<file path="src/design/asmsi_pkg.sv">
// package: register indices, field positions, reset values and codes of the converter sfr front end
package asmsi_pkg;

  // register indices; byte address on apb is four times the index
  localparam logic [7:0] IDX_MODE     = 8'hD1;
  localparam logic [7:0] IDX_SF       = 8'hD4;
  localparam logic [7:0] IDX_STATUS   = 8'hD8;
  localparam logic [7:0] IDX_RES0_MID = 8'hDA;
  localparam logic [7:0] IDX_RES0_HI  = 8'hDB;
  localparam logic [7:0] IDX_RES1_LO  = 8'hDC;
  localparam logic [7:0] IDX_RES1_HI  = 8'hDD;
  localparam logic [7:0] IDX_OFF0_MID = 8'hE2;
  localparam logic [7:0] IDX_OFF0_HI  = 8'hE3;
  localparam logic [7:0] IDX_OFF1_LO  = 8'hE4;
  localparam logic [7:0] IDX_OFF1_HI  = 8'hE5;
  localparam logic [7:0] IDX_GAIN0_MID = 8'hEA;
  localparam logic [7:0] IDX_GAIN0_HI  = 8'hEB;
  localparam logic [7:0] IDX_GAIN1_LO  = 8'hEC;
  localparam logic [7:0] IDX_GAIN1_HI  = 8'hED;

  localparam int APB_AW = 12;

  // status bit positions
  localparam int ST_PRIM_RDY = 7;
  localparam int ST_AUX_RDY  = 6;
  localparam int ST_CAL      = 5;
  localparam int ST_NOREF    = 4;
  localparam int ST_PRIM_ERR = 3;
  localparam int ST_AUX_ERR  = 2;

  // mode register fields
  localparam int MD_PRIM_EN = 5;
  localparam int MD_AUX_EN  = 4;
  localparam logic [7:0] MODE_WMASK = 8'h37;

  // reset values, and the all-ones result word forced when the reference is missing while the external reference is selected
  localparam logic [7:0]  MODE_RST   = 8'h00;
  localparam logic [7:0]  STATUS_RST = 8'h00;
  localparam logic [7:0]  SF_RST     = 8'h45;
  localparam logic [15:0] RES_RST    = 16'h0000;
  localparam logic [15:0] ALL_ONES   = 16'hFFFF;

  typedef enum logic [2:0] {
    ASMSI_PWRDN  = 3'h0,
    ASMSI_IDLE   = 3'h1,
    ASMSI_SINGLE = 3'h2,
    ASMSI_CONT   = 3'h3
  } asmsi_mode_t;

  // per-converter state
  typedef struct packed {
    logic        rdy;
    logic        err;
    logic [15:0] res;
    logic [15:0] off;
    logic [15:0] gain;
  } asmsi_cvt_t;

endpackage

</file>
<file path="src/design/asmsi_core.sv">
// converter status/mode sfr front end with apb slave, flag logic and coefficient storage
////////////////////////////////////////////////////////////////////////////////
//
// The implementer's own choice: the APB register port.
module asmsi_core #(
  parameter logic [15:0] FACT_OFF0  = 16'h8000,
  parameter logic [15:0] FACT_GAIN0 = 16'h5000,
  parameter logic [15:0] FACT_OFF1  = 16'h8000,
  parameter logic [15:0] FACT_GAIN1 = 16'h5000
) (
  // clock and reset
  input  wire logic                            clk,
  input  wire logic                            rst,
  // apb slave
  input  wire logic                            psel,
  input  wire logic                            penable,
  input  wire logic                            pwrite,
  input  wire logic [asmsi_pkg::APB_AW-1:0]    paddr,
  input  wire logic [31:0]                     pwdata,
  output logic      [31:0]                     prdata,
  output logic                                 pready,
  output logic                                 pslverr,
  // primary converter datapath
  input  wire logic                            prim_done,
  input  wire logic                            prim_was_cal,
  input  wire logic                            prim_cal_gain,
  input  wire logic [15:0]                     prim_data,
  input  wire logic                            prim_clamped,
  input  wire logic                            prim_cal_fail,
  // auxiliary converter datapath
  input  wire logic                            aux_done,
  input  wire logic                            aux_was_cal,
  input  wire logic                            aux_cal_gain,
  input  wire logic [15:0]                     aux_data,
  input  wire logic                            aux_clamped,
  input  wire logic                            aux_cal_fail,
  // reference monitor
  input  wire logic                            ref_low,
  input  wire logic                            ext_ref_sel,
  // converter control
  output logic                                 prim_enable,
  output logic                                 aux_enable,
  output logic      [2:0]                      conv_mode,
  output logic                                 prim_start,
  output logic                                 aux_start,
  output logic      [7:0]                      filter_decimation
);

  //////////////////////////////////////////////////////////////////////////////
  typedef struct packed {
    asmsi_pkg::asmsi_cvt_t prim;
    asmsi_pkg::asmsi_cvt_t aux;
    logic                  cal_done;
    logic                  noref;
    logic [7:0]            mode;
    logic [7:0]            sf;
    logic [1:0]            pend;
    logic                  prim_start;
    logic                  aux_start;
    logic                  pready;
    logic                  pslverr;
    logic [31:0]           prdata;
  } asmsi_state_t;

  asmsi_state_t s_q;
  asmsi_state_t s_d;

  //////////////////////////////////////////////////////////////////////////////
  // mode codes that launch a conversion or calibration
  function automatic logic is_start(input logic [2:0] md);
    is_start = (md != asmsi_pkg::ASMSI_PWRDN) && (md != asmsi_pkg::ASMSI_IDLE);
  endfunction

  // a converter runs when enabled and its mode is neither power-down nor idle
  function automatic logic is_active(input logic en, input logic [2:0] md);
    is_active = en && is_start(md);
  endfunction

  // one converter's flags and stored words after clear and completion events
  function automatic asmsi_pkg::asmsi_cvt_t cvt_next(
    input asmsi_pkg::asmsi_cvt_t cur,
    input logic                  clr_all,
    input logic                  clr_rdy,
    input logic                  done,
    input logic                  was_cal,
    input logic                  cal_gain,
    input logic [15:0]           data,
    input logic                  clamped,
    input logic                  cal_fail,
    input logic                  force_ones
  );
    asmsi_pkg::asmsi_cvt_t n;
    n = cur;
    if (clr_all) begin
      n.rdy = 1'b0;
      n.err = 1'b0;
    end
    if (clr_rdy) begin
      n.rdy = 1'b0;
    end
    // a completion in the clearing cycle still lands: set wins over clear
    if (done && (!cur.rdy || clr_all || clr_rdy)) begin
      n.rdy = 1'b1;
      if (was_cal) begin
        if (cal_fail) begin
          n.err = 1'b1;
        end else if (cal_gain) begin
          n.gain = data;
        end else begin
          n.off = data;
        end
      end else if (force_ones) begin
        n.res = asmsi_pkg::ALL_ONES;
      end else begin
        n.res = data;
        if (clamped) begin
          n.err = 1'b1;
        end
      end
    end
    cvt_next = n;
  endfunction

  // read value of a register; top bit flags a mapped index
  function automatic logic [8:0] rd_byte(input asmsi_state_t st, input logic [7:0] idx);
    logic [7:0] stat;
    stat = asmsi_pkg::STATUS_RST;
    stat[asmsi_pkg::ST_PRIM_RDY] = st.prim.rdy;
    stat[asmsi_pkg::ST_AUX_RDY]  = st.aux.rdy;
    stat[asmsi_pkg::ST_CAL]      = st.cal_done;
    stat[asmsi_pkg::ST_NOREF]    = st.noref;
    stat[asmsi_pkg::ST_PRIM_ERR] = st.prim.err;
    stat[asmsi_pkg::ST_AUX_ERR]  = st.aux.err;
    unique case (idx)
      asmsi_pkg::IDX_STATUS:    rd_byte = {1'b1, stat};
      asmsi_pkg::IDX_MODE:      rd_byte = {1'b1, st.mode};
      asmsi_pkg::IDX_SF:        rd_byte = {1'b1, st.sf};
      asmsi_pkg::IDX_RES0_MID:  rd_byte = {1'b1, st.prim.res[7:0]};
      asmsi_pkg::IDX_RES0_HI:   rd_byte = {1'b1, st.prim.res[15:8]};
      asmsi_pkg::IDX_RES1_LO:   rd_byte = {1'b1, st.aux.res[7:0]};
      asmsi_pkg::IDX_RES1_HI:   rd_byte = {1'b1, st.aux.res[15:8]};
      asmsi_pkg::IDX_OFF0_MID:  rd_byte = {1'b1, st.prim.off[7:0]};
      asmsi_pkg::IDX_OFF0_HI:   rd_byte = {1'b1, st.prim.off[15:8]};
      asmsi_pkg::IDX_OFF1_LO:   rd_byte = {1'b1, st.aux.off[7:0]};
      asmsi_pkg::IDX_OFF1_HI:   rd_byte = {1'b1, st.aux.off[15:8]};
      asmsi_pkg::IDX_GAIN0_MID: rd_byte = {1'b1, st.prim.gain[7:0]};
      asmsi_pkg::IDX_GAIN0_HI:  rd_byte = {1'b1, st.prim.gain[15:8]};
      asmsi_pkg::IDX_GAIN1_LO:  rd_byte = {1'b1, st.aux.gain[7:0]};
      asmsi_pkg::IDX_GAIN1_HI:  rd_byte = {1'b1, st.aux.gain[15:8]};
      default:                  rd_byte = 9'h000;
    endcase
  endfunction

  //////////////////////////////////////////////////////////////////////////////
  logic [7:0] idx;
  logic       aligned;
  logic       setup;
  logic       wr_commit;
  logic [8:0] rd_now;
  logic [7:0] wbyte;
  logic       wr_mode;
  logic       wr_stat;
  logic       wr_sf;
  logic       launch;
  logic       prim_clr;
  logic       aux_clr;
  logic       prim_act;
  logic       aux_act;
  logic       force_ones;
  logic [1:0] pend_n;
  logic       prim_wclr;
  logic       aux_wclr;
  logic       prim_land;
  logic       aux_land;

  assign idx       = paddr[9:2];
  assign aligned   = (paddr[1:0] == 2'h0) && (paddr[asmsi_pkg::APB_AW-1:10] == 2'h0);
  assign setup     = psel && !penable;
  assign wr_commit = psel && penable && s_q.pready && pwrite && !s_q.pslverr;
  assign rd_now    = rd_byte(s_q, idx);
  assign wbyte     = pwdata[7:0];
  assign wr_mode   = wr_commit && (idx == asmsi_pkg::IDX_MODE);
  assign wr_stat   = wr_commit && (idx == asmsi_pkg::IDX_STATUS);
  assign wr_sf     = wr_commit && (idx == asmsi_pkg::IDX_SF);
  assign launch    = wr_mode && is_start(wbyte[2:0]);
  assign prim_clr  = launch && wbyte[asmsi_pkg::MD_PRIM_EN];
  assign aux_clr   = launch && wbyte[asmsi_pkg::MD_AUX_EN];
  assign prim_act  = is_active(s_q.mode[asmsi_pkg::MD_PRIM_EN], s_q.mode[2:0]);
  assign aux_act   = is_active(s_q.mode[asmsi_pkg::MD_AUX_EN], s_q.mode[2:0]);
  assign force_ones = s_q.noref && ext_ref_sel;
  assign prim_wclr  = wr_stat && !wbyte[asmsi_pkg::ST_PRIM_RDY];
  assign aux_wclr   = wr_stat && !wbyte[asmsi_pkg::ST_AUX_RDY];
  // a completion lands when ready is clear or is being cleared in the same cycle
  assign prim_land  = prim_done && prim_act && (!s_q.prim.rdy || prim_clr || prim_wclr);
  assign aux_land   = aux_done && aux_act && (!s_q.aux.rdy || aux_clr || aux_wclr);

  //////////////////////////////////////////////////////////////////////////////
  always_comb begin
    s_d = s_q;
    s_d.prim_start = 1'b0;
    s_d.aux_start  = 1'b0;
    pend_n         = s_q.pend;

    // apb: registered answer in the first access cycle, no further wait
    s_d.pready  = setup;
    s_d.pslverr = 1'b0;
    if (setup) begin
      s_d.pslverr = !(aligned && rd_now[8]);
      s_d.prdata  = (aligned && !pwrite) ? {24'h000000, rd_now[7:0]} : 32'h00000000;
    end

    // converter flags and stored words; idle or powered-down converters drop completions
    s_d.prim = cvt_next(s_q.prim, prim_clr, prim_wclr,
                        prim_done && prim_act, prim_was_cal, prim_cal_gain,
                        prim_data, prim_clamped, prim_cal_fail, force_ones);
    s_d.aux  = cvt_next(s_q.aux, aux_clr, aux_wclr,
                        aux_done && aux_act, aux_was_cal, aux_cal_gain,
                        aux_data, aux_clamped, aux_cal_fail, force_ones);

    // calibration-done: cleared by any starting write, set wins
    if (launch) begin
      s_d.cal_done = 1'b0;
    end
    if ((prim_land && prim_was_cal) || (aux_land && aux_was_cal)) begin
      s_d.cal_done = 1'b1;
    end

    // reference monitor only counts while a converter runs
    s_d.noref = ref_low && (prim_act || aux_act);

    // filter decimation
    if (wr_sf) begin
      s_d.sf = wbyte;
    end

    // completion of one-shot modes drops the pending mark of that converter
    if (prim_done && prim_act) begin
      pend_n[1] = 1'b0;
    end
    if (aux_done && aux_act) begin
      pend_n[0] = 1'b0;
    end
    if ((s_q.pend != 2'h0) && (pend_n == 2'h0)) begin
      s_d.mode[2:0] = asmsi_pkg::ASMSI_PWRDN;
    end
    s_d.pend = pend_n;

    // whole-byte mode write; reserved bits stay zero
    if (wr_mode) begin
      s_d.mode       = wbyte & asmsi_pkg::MODE_WMASK;
      s_d.prim_start = prim_clr;
      s_d.aux_start  = aux_clr;
      s_d.pend       = 2'h0;
      if (launch && (wbyte[2:0] != asmsi_pkg::ASMSI_CONT)) begin
        s_d.pend = {wbyte[asmsi_pkg::MD_PRIM_EN], wbyte[asmsi_pkg::MD_AUX_EN]};
      end
    end
  end

  //////////////////////////////////////////////////////////////////////////////
  always_ff @(posedge clk or posedge rst) begin
    if (rst) begin
      s_q.prim.rdy   <= 1'b0;
      s_q.prim.err   <= 1'b0;
      s_q.prim.res   <= asmsi_pkg::RES_RST;
      s_q.prim.off   <= FACT_OFF0;
      s_q.prim.gain  <= FACT_GAIN0;
      s_q.aux.rdy    <= 1'b0;
      s_q.aux.err    <= 1'b0;
      s_q.aux.res    <= asmsi_pkg::RES_RST;
      s_q.aux.off    <= FACT_OFF1;
      s_q.aux.gain   <= FACT_GAIN1;
      s_q.cal_done   <= 1'b0;
      s_q.noref      <= 1'b0;
      s_q.mode       <= asmsi_pkg::MODE_RST;
      s_q.sf         <= asmsi_pkg::SF_RST;
      s_q.pend       <= 2'h0;
      s_q.prim_start <= 1'b0;
      s_q.aux_start  <= 1'b0;
      s_q.pready     <= 1'b0;
      s_q.pslverr    <= 1'b0;
      s_q.prdata     <= 32'h00000000;
    end else begin
      s_q <= s_d;
    end
  end

  //////////////////////////////////////////////////////////////////////////////
  assign prdata            = s_q.prdata;
  assign pready            = s_q.pready;
  assign pslverr           = s_q.pslverr;
  assign prim_enable       = s_q.mode[asmsi_pkg::MD_PRIM_EN];
  assign aux_enable        = s_q.mode[asmsi_pkg::MD_AUX_EN];
  assign conv_mode         = s_q.mode[2:0];
  assign prim_start        = s_q.prim_start;
  assign aux_start         = s_q.aux_start;
  assign filter_decimation = s_q.sf;

endmodule

</file>
<file path="config.mk">
export PLATFORM = sky130hd
export DESIGN_NAME = asmsi_core
export DESIGN_NICKNAME = d
export VERILOG_FILES = /design/src/design/asmsi_pkg.sv /design/src/design/asmsi_core.sv
export SDC_FILE = /design/constraint.sdc
export NUM_CORES = 1
export LEC_CHECK = 0
export ABC_AREA = 1
export BUFFER_PORTS_ARGS = -buffer_cell sky130_fd_sc_hd__clkbuf_2
export CORE_AREA = 2 2 110 133
export DETAILED_ROUTE_END_ITERATION = 8
export DIE_AREA = 0 0 112 135
export GPL_ROUTABILITY_DRIVEN = 0
export GPL_TIMING_DRIVEN = 0
export PLACE_DENSITY = 0.9
export SLEW_MARGIN = 20
export SYNTH_ARGS = -nofsm -noshare
export SYNTH_HDL_FRONTEND = slang
export SYNTH_SLANG_ARGS = --single-unit
export TNS_END_PERCENT = 30
</file>
<file path="constraint.sdc">
create_clock -name clk -period 5 [get_ports clk]
set_input_delay 0.75 -clock clk [delete_from_list [all_inputs] [get_ports clk]]
set_output_delay 0.75 -clock clk [all_outputs]
set_load 0.01 [all_outputs]
</file>
# After elaboration in Yosys (flattened, before gate mapping)
# Cells that the tools add are included.
dict set report word_totals {
  reg_bits 153
  latchBits 0
  ram_bits 0
  rom_bits 0
  in_bits 93
  output_inout_bits 49
  mem_count 0
}
dict set report classes {
  addsub 0
  n_mul 0
  n_div 0
  magnitude_cmp 0
  n_eq_ne 18
  n_shift 0
  mux 37
  bitwise_logic 6
  reduce_logical 60
}
# op n
set ops {}
lappend ops {{one-hot mux 9 bit (15 select lines)} 1}
lappend ops {{two-way mux 16 bit} 8}
lappend ops {{two-way mux 32 bit} 4}
lappend ops {{equality test 8 bit, second input constant} 15}
lappend ops {{two-way mux 50 bit} 2}
lappend ops {{two-way mux 33 bit} 1}
lappend ops {{logical AND 1 bit} 30}
lappend ops {{AND reduction 4 bit} 4}
lappend ops {{two-way mux 1 bit} 14}
lappend ops {{nonzero test 3 bit} 4}
lappend ops {{logical NOT 1 bit} 8}
lappend ops {{two-way mux 8 bit} 1}
lappend ops {{logical NOT 2 bit} 3}
lappend ops {{logical OR 1 bit} 6}
lappend ops {{two-way mux 2 bit} 3}
lappend ops {{two-way mux 3 bit} 2}
lappend ops {{inequality test 3 x 1 -> 1 bit, second input constant} 2}
lappend ops {{NOT 1 bit} 6}
lappend ops {{nonzero test 2 bit} 3}
lappend ops {{two-way mux 4 bit} 1}
lappend ops {{AND reduction 2 bit} 2}
lappend ops {{inequality test 3 x 2 -> 1 bit, second input constant} 1}

# Depth between registers and ports, before layout
# Gate-level depths: netlist of the first run.
dict set report depth {
  depth_word 13
  depth_mapped 13
}

# Worst setup path before layout of the first run
# Ideal clock, no wire load.
dict set report synth_path {
  path_type {input to register}
  start {input port penable}
  end {register s_q[56] (netlist bit)}
  arrival_time_ns 1.843
  setup_slack_ns 3.040
  path_stages 10
  path_buffers 1
  path_cell_list {nand2_1 nor2_1 nand3_1 nor2_8 nand3_2 nand3_4 nand3_4 buf_6 nand2_1 nand2_1}
}
dict set report synth_via {
  elab_chain_cells 11
}
# item line
set synth_rtl {}
lappend synth_rtl {{from (decl)} asmsi_core.sv:16} ;# input wire logic penable,
lappend synth_rtl {{logical AND 1 bit * (4 in a row)} asmsi_core.sv:179} ;# assign wr_commit = psel && penable && s_q.pready && pwrite && !s_q.pslverr;
lappend synth_rtl {{logical AND 1 bit} asmsi_core.sv:182} ;# assign wr_mode = wr_commit && (idx == asmsi_pkg::IDX_MODE);
lappend synth_rtl {{logical AND 1 bit} asmsi_core.sv:185} ;# assign launch = wr_mode && is_start(wbyte[2:0]);
lappend synth_rtl {{logical AND 1 bit} asmsi_core.sv:187} ;# assign aux_clr = launch && wbyte[asmsi_pkg::MD_AUX_EN];
lappend synth_rtl {{logical OR 1 bit} asmsi_core.sv:102} ;# if (done && (!cur.rdy || clr_all || clr_rdy)) begin
lappend synth_rtl {{logical OR 1 bit *} asmsi_core.sv:102}
lappend synth_rtl {{logical AND 1 bit *} asmsi_core.sv:102}
lappend synth_rtl {{AND reduction 4 bit (no line) *} --}
lappend synth_rtl {{to (decl)} asmsi_core.sv:65} ;# asmsi_state_t s_q;
# Every way passes the cells marked *; elsewhere a longest branch is shown, timed or not.
# A chain may end at the register's enable or synchronous reset.

# Worst setup path in the final report of the first run
dict set report layout_path {
  start {input port paddr[3] (netlist bit)}
  end {register, netlist name prdata[4]}
}
dict set report layout_via {
  elab_chain_cells 3
}
# item line
set layout_rtl {}
lappend layout_rtl {{from (decl)} asmsi_core.sv:18} ;# input wire logic [asmsi_pkg::APB_AW-1:0] paddr,
lappend layout_rtl {{equality test 8 bit} asmsi_core.sv:134} ;# unique case (idx)
lappend layout_rtl {{one-hot mux 9 bit (15 select lines) *} asmsi_core.sv:134}
lappend layout_rtl {{two-way mux 8 bit *} asmsi_core.sv:209} ;# s_d.prdata = (aligned && !pwrite) ? {24'h000000, rd_now[7:0]} : 32'h00000000;
# Marked as above.

==> run summary, run 1 <==
The first global-routing pass estimated 35.1 mm of wire. The post-synthesis cell type count is 31. The tools report the remaining number of nets flagged by the antenna check after routing as 0. The worst register-to-register path begins at conv_mode[2]. The tools report the register-to-register setup slack as 3.03 ns. Buffers inserted to repair hold after CTS numbered 0.

The run gives 0 as the number of antenna violations at the first check in global routing. Static timing analysis puts the maximum clock frequency at 465 MHz. The library cell used most frequently in the layout, excluding fill and tap cells, is sky130_fd_sc_hd__nand2_1. The count of flip-flops with a built-in enable after synthesis is 0. During synthesis, Yosys emitted a total of 0 warnings.

The sum of internal, switching and leakage power is 2560 uW, and the total setup buffers inserted after CTS is 0. Once layout is done, the placed cells without fillers occupy 8870 um^2. The floorplan has 47 rows.

Once layout is complete, the cells apart from fillers number 1,304. In this run the tool buffered the top-level ports with 93 buffer cells. The via density per instance works out to 5.76.

The core region is 13,800 um^2. The mapped netlist covers 7460 um^2. The slowest stage of the critical path is the sky130_fd_sc_hd__clkbuf_1 cell. The logs give 78 for the maximum number of pins on one net before global-route repair and 8 for the first-pass iteration count of the detailed router. The signal on the critical path passes through clkbuf_2 -> inv_2 -> nand2_1 -> nor2_1 -> clkbuf_1 -> nand3_1 -> nand2_1 -> inv_1 -> nand2_1 -> nor2_1 -> nand2_1 -> nand3_1 -> nand2_1.

The area added between synthesis and finish was 19.0%. The logs give 0 for the global route total overflow and 1,025 for the number of DRC violations after detailed-routing iteration 0. The number of inserted filler cells in the final layout is 1,070, and the max-slew violation total from the final report is 0. In the finished design, the share of the clock period the worst path needs comes to 43.0%.

Combinational logic burns 7.4% of the power. The worst register-to-register path ends at s_q[108]. The total inserted antenna cells came out at 0. In the layout the commonest cells are sky130_fd_sc_hd__nand2_1, sky130_fd_sc_hd__nand3_1, sky130_fd_sc_hd__dfrtp_1. The total count of hold-check failures in the final report was 0. Sequential elements use 43.4% of the synthesized area. The HPWL after detailed placement is 16.1 mm. Post-synthesis area per instance: 7.58 um^2.

The floorplan step set the die width to 112 um. In the final design database the tool counted 1,213 nets. For the via count of the first global-routing pass, the log shows 7,052.

In this run the clock root is driven by a sky130_fd_sc_hd__clkbuf_16. The total wire length after detailed routing was 22.1 mm. The commonest register cell after synthesis is sky130_fd_sc_hd__dfrtp_1. By instance count, the cell type seen most on the critical path is sky130_fd_sc_hd__nand2_1.

Setup repair after global routing left no endpoint under its margin. The run gives 0 as the count of final setup violators. CTS saw 129 sinks. Share of synthesized flip-flops with an asynchronous set or reset: 100%. The initial utilization of the core area, before any placement, comes to 54.2%.

For this run, the total global-route usage over all layers was measured as 29.6%. For this run, the slowest stage of the critical path takes 0.46 ns. Yosys attributes the largest share of cell area to sky130_fd_sc_hd__dfrtp_1, sky130_fd_sc_hd__nand2_1, sky130_fd_sc_hd__nand3_1, sky130_fd_sc_hd__nand4_1, sky130_fd_sc_hd__buf_4. The die covers 15,100 um^2.

The logs give 4 for the number of levels in the clock H-tree and 0 for the quantity of gates resized following cts. The run finished with clean final reports. The largest vdd supply drop was 240 uV; the transition time of the tightest slew-check pin was 0.714 ns. The total power per unit cell area is 289 nW/um^2. The share of the synthesized area in the top cell type was 40.3%.

In this run switching power makes up 22.9% of total power. Detailed-route DRC error count: 0. The biggest area contributor in the post-synthesis netlist is sky130_fd_sc_hd__dfrtp_1. For this design the top-level I/O count stands at 142.

The maximum fanout encountered on the critical timing path was 10. Across all hold checks on the routed design, the worst slack comes to 0.443 ns. Buffers inserted during clock tree synthesis total 17. The worst hold path belongs to the class in -> async. The startpoint type of the worst setup path was a primary input.

Between clock sinks in the finished design, the worst skew comes to 0.00543 ns. The critical path in this run is classified as in -> reg. After detailed placement, the total cell area comes to 8250 um^2. Synthesis inferred 129 register bits. Synthesized netlist cell count: 984. The floorplan die height was 135 um; the data arrival time of the critical path was 2.50 ns. The later pin in the worst-skew pair is clocked with a latency of 0.42 ns. For the worst flop-to-flop path, the logic depth is 7. The final-layout setup total negative slack was 0 ns.

For this block, the via count after detailed routing is 7,517. In this run the deepest clock path goes through 2 buffers. TritonCTS built the clock tree. The run gives 0.00506 uW as the static power due to leakage. For this design the total switching power over the nets is 587 uW.

The remaining max-slew budget at the tightest pin was 52.4%; the clock-pin slew on the worst setup and hold paths was 0.06 ns. The sequential cell fraction of total power is 41.4%, and the layout cell share with drive strength beyond 1 is 24.5%. The post-detailed-route wirelength per cell is 16.9 um, and the post-placement cell count is 1,272.

The clock period minus final worst setup slack is 2.15 ns, and the max-capacitance violation count is 0. The share of total power dissipated in the clock network is 51.1%. At the worst endpoint, the required time is 5.35 ns. The internal power was 1980 uW. The endpoint class of the critical path is a register.
## critical path: cells and delay by family
family,cells,cell delay [ns]
simple gates,9,1.07
buf+inv,4,0.68
## power by group through the flow
| stage | clock network (uW) | registers, uW | logic [uW] |
|---|---|---|---|
| 2_1_floorplan | 0 | 1080 | 114 |
| 3_3_place_gp | 0 | 1080 | 179 |
| 3_5_place_dp | 0 | 1080 | 185 |
| 4_1_cts | 1310 | 1060 | 187 |
| 5_1_grt | 1360 | 1060 | 208 |
| 6_report | 1310 | 1060 | 191 |
## layer usage
layer	wire [um]	global-route usage [%]	share of wire (%)
met1	8100	34.7	37
met2	10200	48.8	46
met3	1820	5.34	8.2
met4	1960	22.2	8.9
met5	0	0	0
## worst max-delay path by stage
stage | to | start | slack, ns
6_report | prdata[4] | paddr[3] | 2.85
5_1_grt | prdata[3] | paddr[6] | 2.73
4_1_cts | prdata[4] | paddr[3] | 2.95
3_5_place_dp | prdata[7] | paddr[3] | 2.57
3_3_place_gp | s_q[136] | rst | -0.48
2_1_floorplan | aux_enable | rst | 0.82
## cells by family after synthesis
logic type	synth area share, %
AND/OR/NAND/NOR	42.4
buffers and inverters	12.2
flip-flops	43.4
AO/OA/AOI/OAI	1.80
multiplexers	0.151
other	0.0503
## state kept, by name, indices dropped and copies added, names as in the netlist
register / count
pready: 1
prim_enable: 1
pslverr: 1
conv_mode: 3
prdata: 8
filter_decimation: 8
s_q: 104
aux_enable: 1
aux_start: 1
prim_start: 1
## synth_stat cells, drive strengths merged, types with 2 or more instances
library cell and count:
nand2 340, nand3 141, dfrtp 120, nand4 98, buf 74, inv 73, nor2 44, or2 33
clkbuf 23, o21ai 18, dfstp 9, o22ai 2
## area by class of cell
type / count / area (um^2) / share of cell area (%)
flip-flops and latches: 129 / 3240 / 36.5
plain buffers: 97 / 629 / 7.09
repair buffers: 94 / 493 / 5.55
well taps: 171 / 214 / 2.41
inverters: 74 / 283 / 3.19
clock inverters: 11 / 160 / 1.80
clock buffers: 21 / 460 / 5.19
multi-input cells: 707 / 3400 / 38.3
## through the flow
| stage | worst slack (ns) | utilization (%) |
|---|---|---|
| finish | 2.85 | 64.5 |
| global placement | -0.476 | 59.7 |
| floorplan | 0.824 | - |
| global route | 2.73 | 64.5 |
| CTS | 2.95 | 64.5 |
| detailed placement | 2.57 | 60.0 |
Power figures use the tool's default switching activity.
==> inputs of run 2 (changes only) <==
Clock period 5 ns to 2.01 ns, I/O delays scaled along.
==> run summary, run 2 (synthesized netlist as in run 1, its figures left out) <==
The flow ran to the end, and the final reports show no timing, DRC or antenna violations. The library cell used most frequently in the layout, excluding fill and tap cells, is sky130_fd_sc_hd__nand2_1. Along the worst hold path, the cell count comes to 3.

In this run, CTS created clock tree buffers numbering 17. For the finished layout, the period the worst path requires is 1.96 ns. Setup repair after global routing could not meet its margin everywhere.

After layout, the design draws a total of 6410 uW. Global routing used 30.4% of the available tracks. The register-to-register setup slack came out at 0.05 ns. The first global-routing pass estimated 35.9 mm of wire.

Registers are responsible for 41.2% of the overall power. For the number of antenna violations at the first check in global routing, the log shows 0. The max-capacitance violation count was 0; the switching power of the nets was 1440 uW. Setup violations remaining at the end of the flow were counted as 0. The first-pass iteration count of the detailed router is 7.

In this run the count of I/O pins placed on the die edge is 142. The area added between synthesis and finish came out at 20.1%. For the final database, setup skew stands at 0.00365 ns. The tools report the static power due to leakage as 0.00509 uW. Cell repeated most along the worst path: sky130_fd_sc_hd__nand3_1. Total wire length after detailed routing: 22.3 mm.

The startpoint type of the worst setup path was a register. The logs give 2.35 ns for the critical path required time and 0 for the total inserted antenna cells. The die covers 15,100 um^2.

Setup slack closes at 0.0542 ns. Traced cell by cell, the critical path runs through inv_1 -> nand2_1 -> nand3_1 -> inv_2 -> clkbuf_1 -> nand3_1 -> nand3_1. The internal power was 4970 uW. The via count of the first global-routing pass was 7,246. The register with the most flip-flops in the layout has 104 of them.

The maximum count of clock buffers along a single path is 2, and the remaining number of nets flagged by the antenna check after routing is 0. The worst setup path is captured at a register. At the end of the flow, the number of nets in the layout was 1,217.

For this run, the slowest stage of the critical path takes 0.35 ns. The tools report the terminating pin of the worst hold path as filter_decimation[6]. The post-detailed-route wirelength per cell came out at 17.0 um. The run gives 562 uV as the largest vdd supply drop. The detailed-route DRC error count is 0, and the floorplan die height is 135 um.

The total overflow left after global routing is 0. In this run the critical register-to-register path is captured at s_q[55]. Derived from the worst setup path, the maximum achievable clock frequency is 511 MHz. The number of I/O port buffers is 93, and the maximum number of pins on one net before global-route repair is 36. TritonCTS built the clock tree. The type of the worst setup path was reg -> reg. The logs give 0 for the max-slew violation total from the final report and 0.0445 ns for the worst setup slack before clock tree synthesis. After clock tree synthesis, the clock-pin slew on the worst setup and hold paths is 0.06 ns. For the portion of total power attributed to the clock network, the log shows 51.2%. Worst reg2reg path startpoint: conv_mode[1]. Counting cells, the worst reg-to-reg path comes to 7. The total count of hold-check failures in the final report is 0, and the number of sinks on the clock net is 129. In this run the core area contains 47 standard-cell rows.

The tools report the clock root buffer master as sky130_fd_sc_hd__clkbuf_16. The logs give 54.2% for the initial cell density of the core and 16.4 mm for the half-perimeter wire length after placement. At the later pin of the worst-skew pair, clock insertion delay measures 0.41 ns.

The floorplan step defined a core boundary enclosing 13,800 um^2. In this run the tightest slew margin relative to its limit is 57.2%. For the worst setup path, the data arrival time is 2.30 ns.

Summing over every cut layer, the via total after detailed routing is 7,554. The H-tree generated during clock tree synthesis spans 4 levels. The worst hold path belongs to the class in -> reg.

The transition time of the tightest slew-check pin works out to 0.640 ns. s_q holds more flip-flops than any other register. Cell with the biggest individual delay on the critical path: sky130_fd_sc_hd__dfrtp_1.

In the routed layout, each cell is associated on average with a via count of 5.78. Net switching is 22.4% of the power. In this run the worst path has a maximum fanout of 10.

In the layout the commonest cells are sky130_fd_sc_hd__nand2_1, sky130_fd_sc_hd__nand3_1, sky130_fd_sc_hd__dfrtp_1. The combinational power share came out at 7.6%. The portion of the clock cycle consumed by the worst path in the final layout came out at 97.3%. The layout cell share with drive strength beyond 1 was 24.8%. The startpoint identified for the worst hold timing path is pwdata[6]. In this run the power density over the cells is 716 nW/um^2. After the first detailed-routing iteration, the DRC count stood at 962. The x dimension of the die was 112 um.
==> run 2: cell types whose count changed in the layout (fill, tap and decap cells not counted), sizes merged <==
| cell | before | now |
|---|---|---|
| dlygate4sd3 | 0 | 1 |
| buf | 75 | 79 |
| clkinv | 6 | 2 |
| clkinvlp | 2 | 5 |
| inv | 73 | 72 |
| clkbuf | 137 | 138 |
==> run 2: layout make-up <==
cell class / count / area, um^2
multi-input combinational: 707 / 3400
tap: 171 / 214
timing repair buffer: 98 / 556
clock inverter: 9 / 155
buffer: 97 / 632
fill: 1078 / 4810
clock buffer: 23 / 478
sequential: 129 / 3240
inverter: 74 / 282
==> run 2: how the worst max path moves through the flow <==
stage	start	to	slack, ns	cells after the start
2_1_floorplan	rst	aux_enable	0.12	1
3_3_place_gp	rst	s_q[136]	-0.64	2
3_5_place_dp	paddr[6]	prdata[6]	0.04	12
4_1_cts	conv_mode[1]	s_q[129]	0.1	7
5_1_grt	conv_mode[2]	s_q[114]	-0.03	7
6_report	conv_mode[1]	s_q[55]	0.05	7
==> run 2: metal layers <==
layer | vias to the layer above | wire (um) | global-route usage, % | part of all wire (%)
li1 | 3447 | - | - | -
met1 | 3466 | 8070 | 35.7 | 36
met2 | 506 | 10600 | 50.7 | 47
met3 | 135 | 1760 | 5.34 | 7.9
met4 | 0 | 1860 | 21.4 | 8.3
met5 | - | 0 | 0 | 0
==> run 2: per-stage QoR <==
step | hold WS [ns] | utilization, % | cells | setup TNS [ns] | instance area (um^2)
2_1_floorplan | 0.416 | - | 1007 | 0 | 7550
3_3_place_gp | 0.453 | 59.8 | 1271 | -75.85 | 8230
3_5_place_dp | 0.292 | 60.4 | 1275 | 0 | 8310
4_1_cts | 0.124 | 65.0 | 1308 | 0 | 8950
5_1_grt | 0.133 | 65.0 | 1308 | -0.0970 | 8950
6_report | 0.132 | 65.0 | 1308 | 0 | 8950
==> run 2: repair_timing <==
item / in CTS / in global routing
endpoints found under the setup margin: 0 / 13
buffers inserted: 0 / 0
hold buffers: 1 / 0
resized for setup: 0 / 5
endpoints found under the hold margin: 12 / 0
==> run 2: power by group through the flow <==
stage / clock network [uW] / registers [uW] / logic [uW]
floorplan: 0 / 2680 / 284
global route: 3430 / 2640 / 530
detailed placement: 0 / 2680 / 471
CTS: 3280 / 2640 / 479
global placement: 0 / 2680 / 444
finish: 3280 / 2640 / 488
==> run 2: critical path: cells and delay by family, from the launching register on <==
kind          cells  cell delay [ns]
flops             1             0.35
buf+inv           3             0.74
simple gates      4             0.79
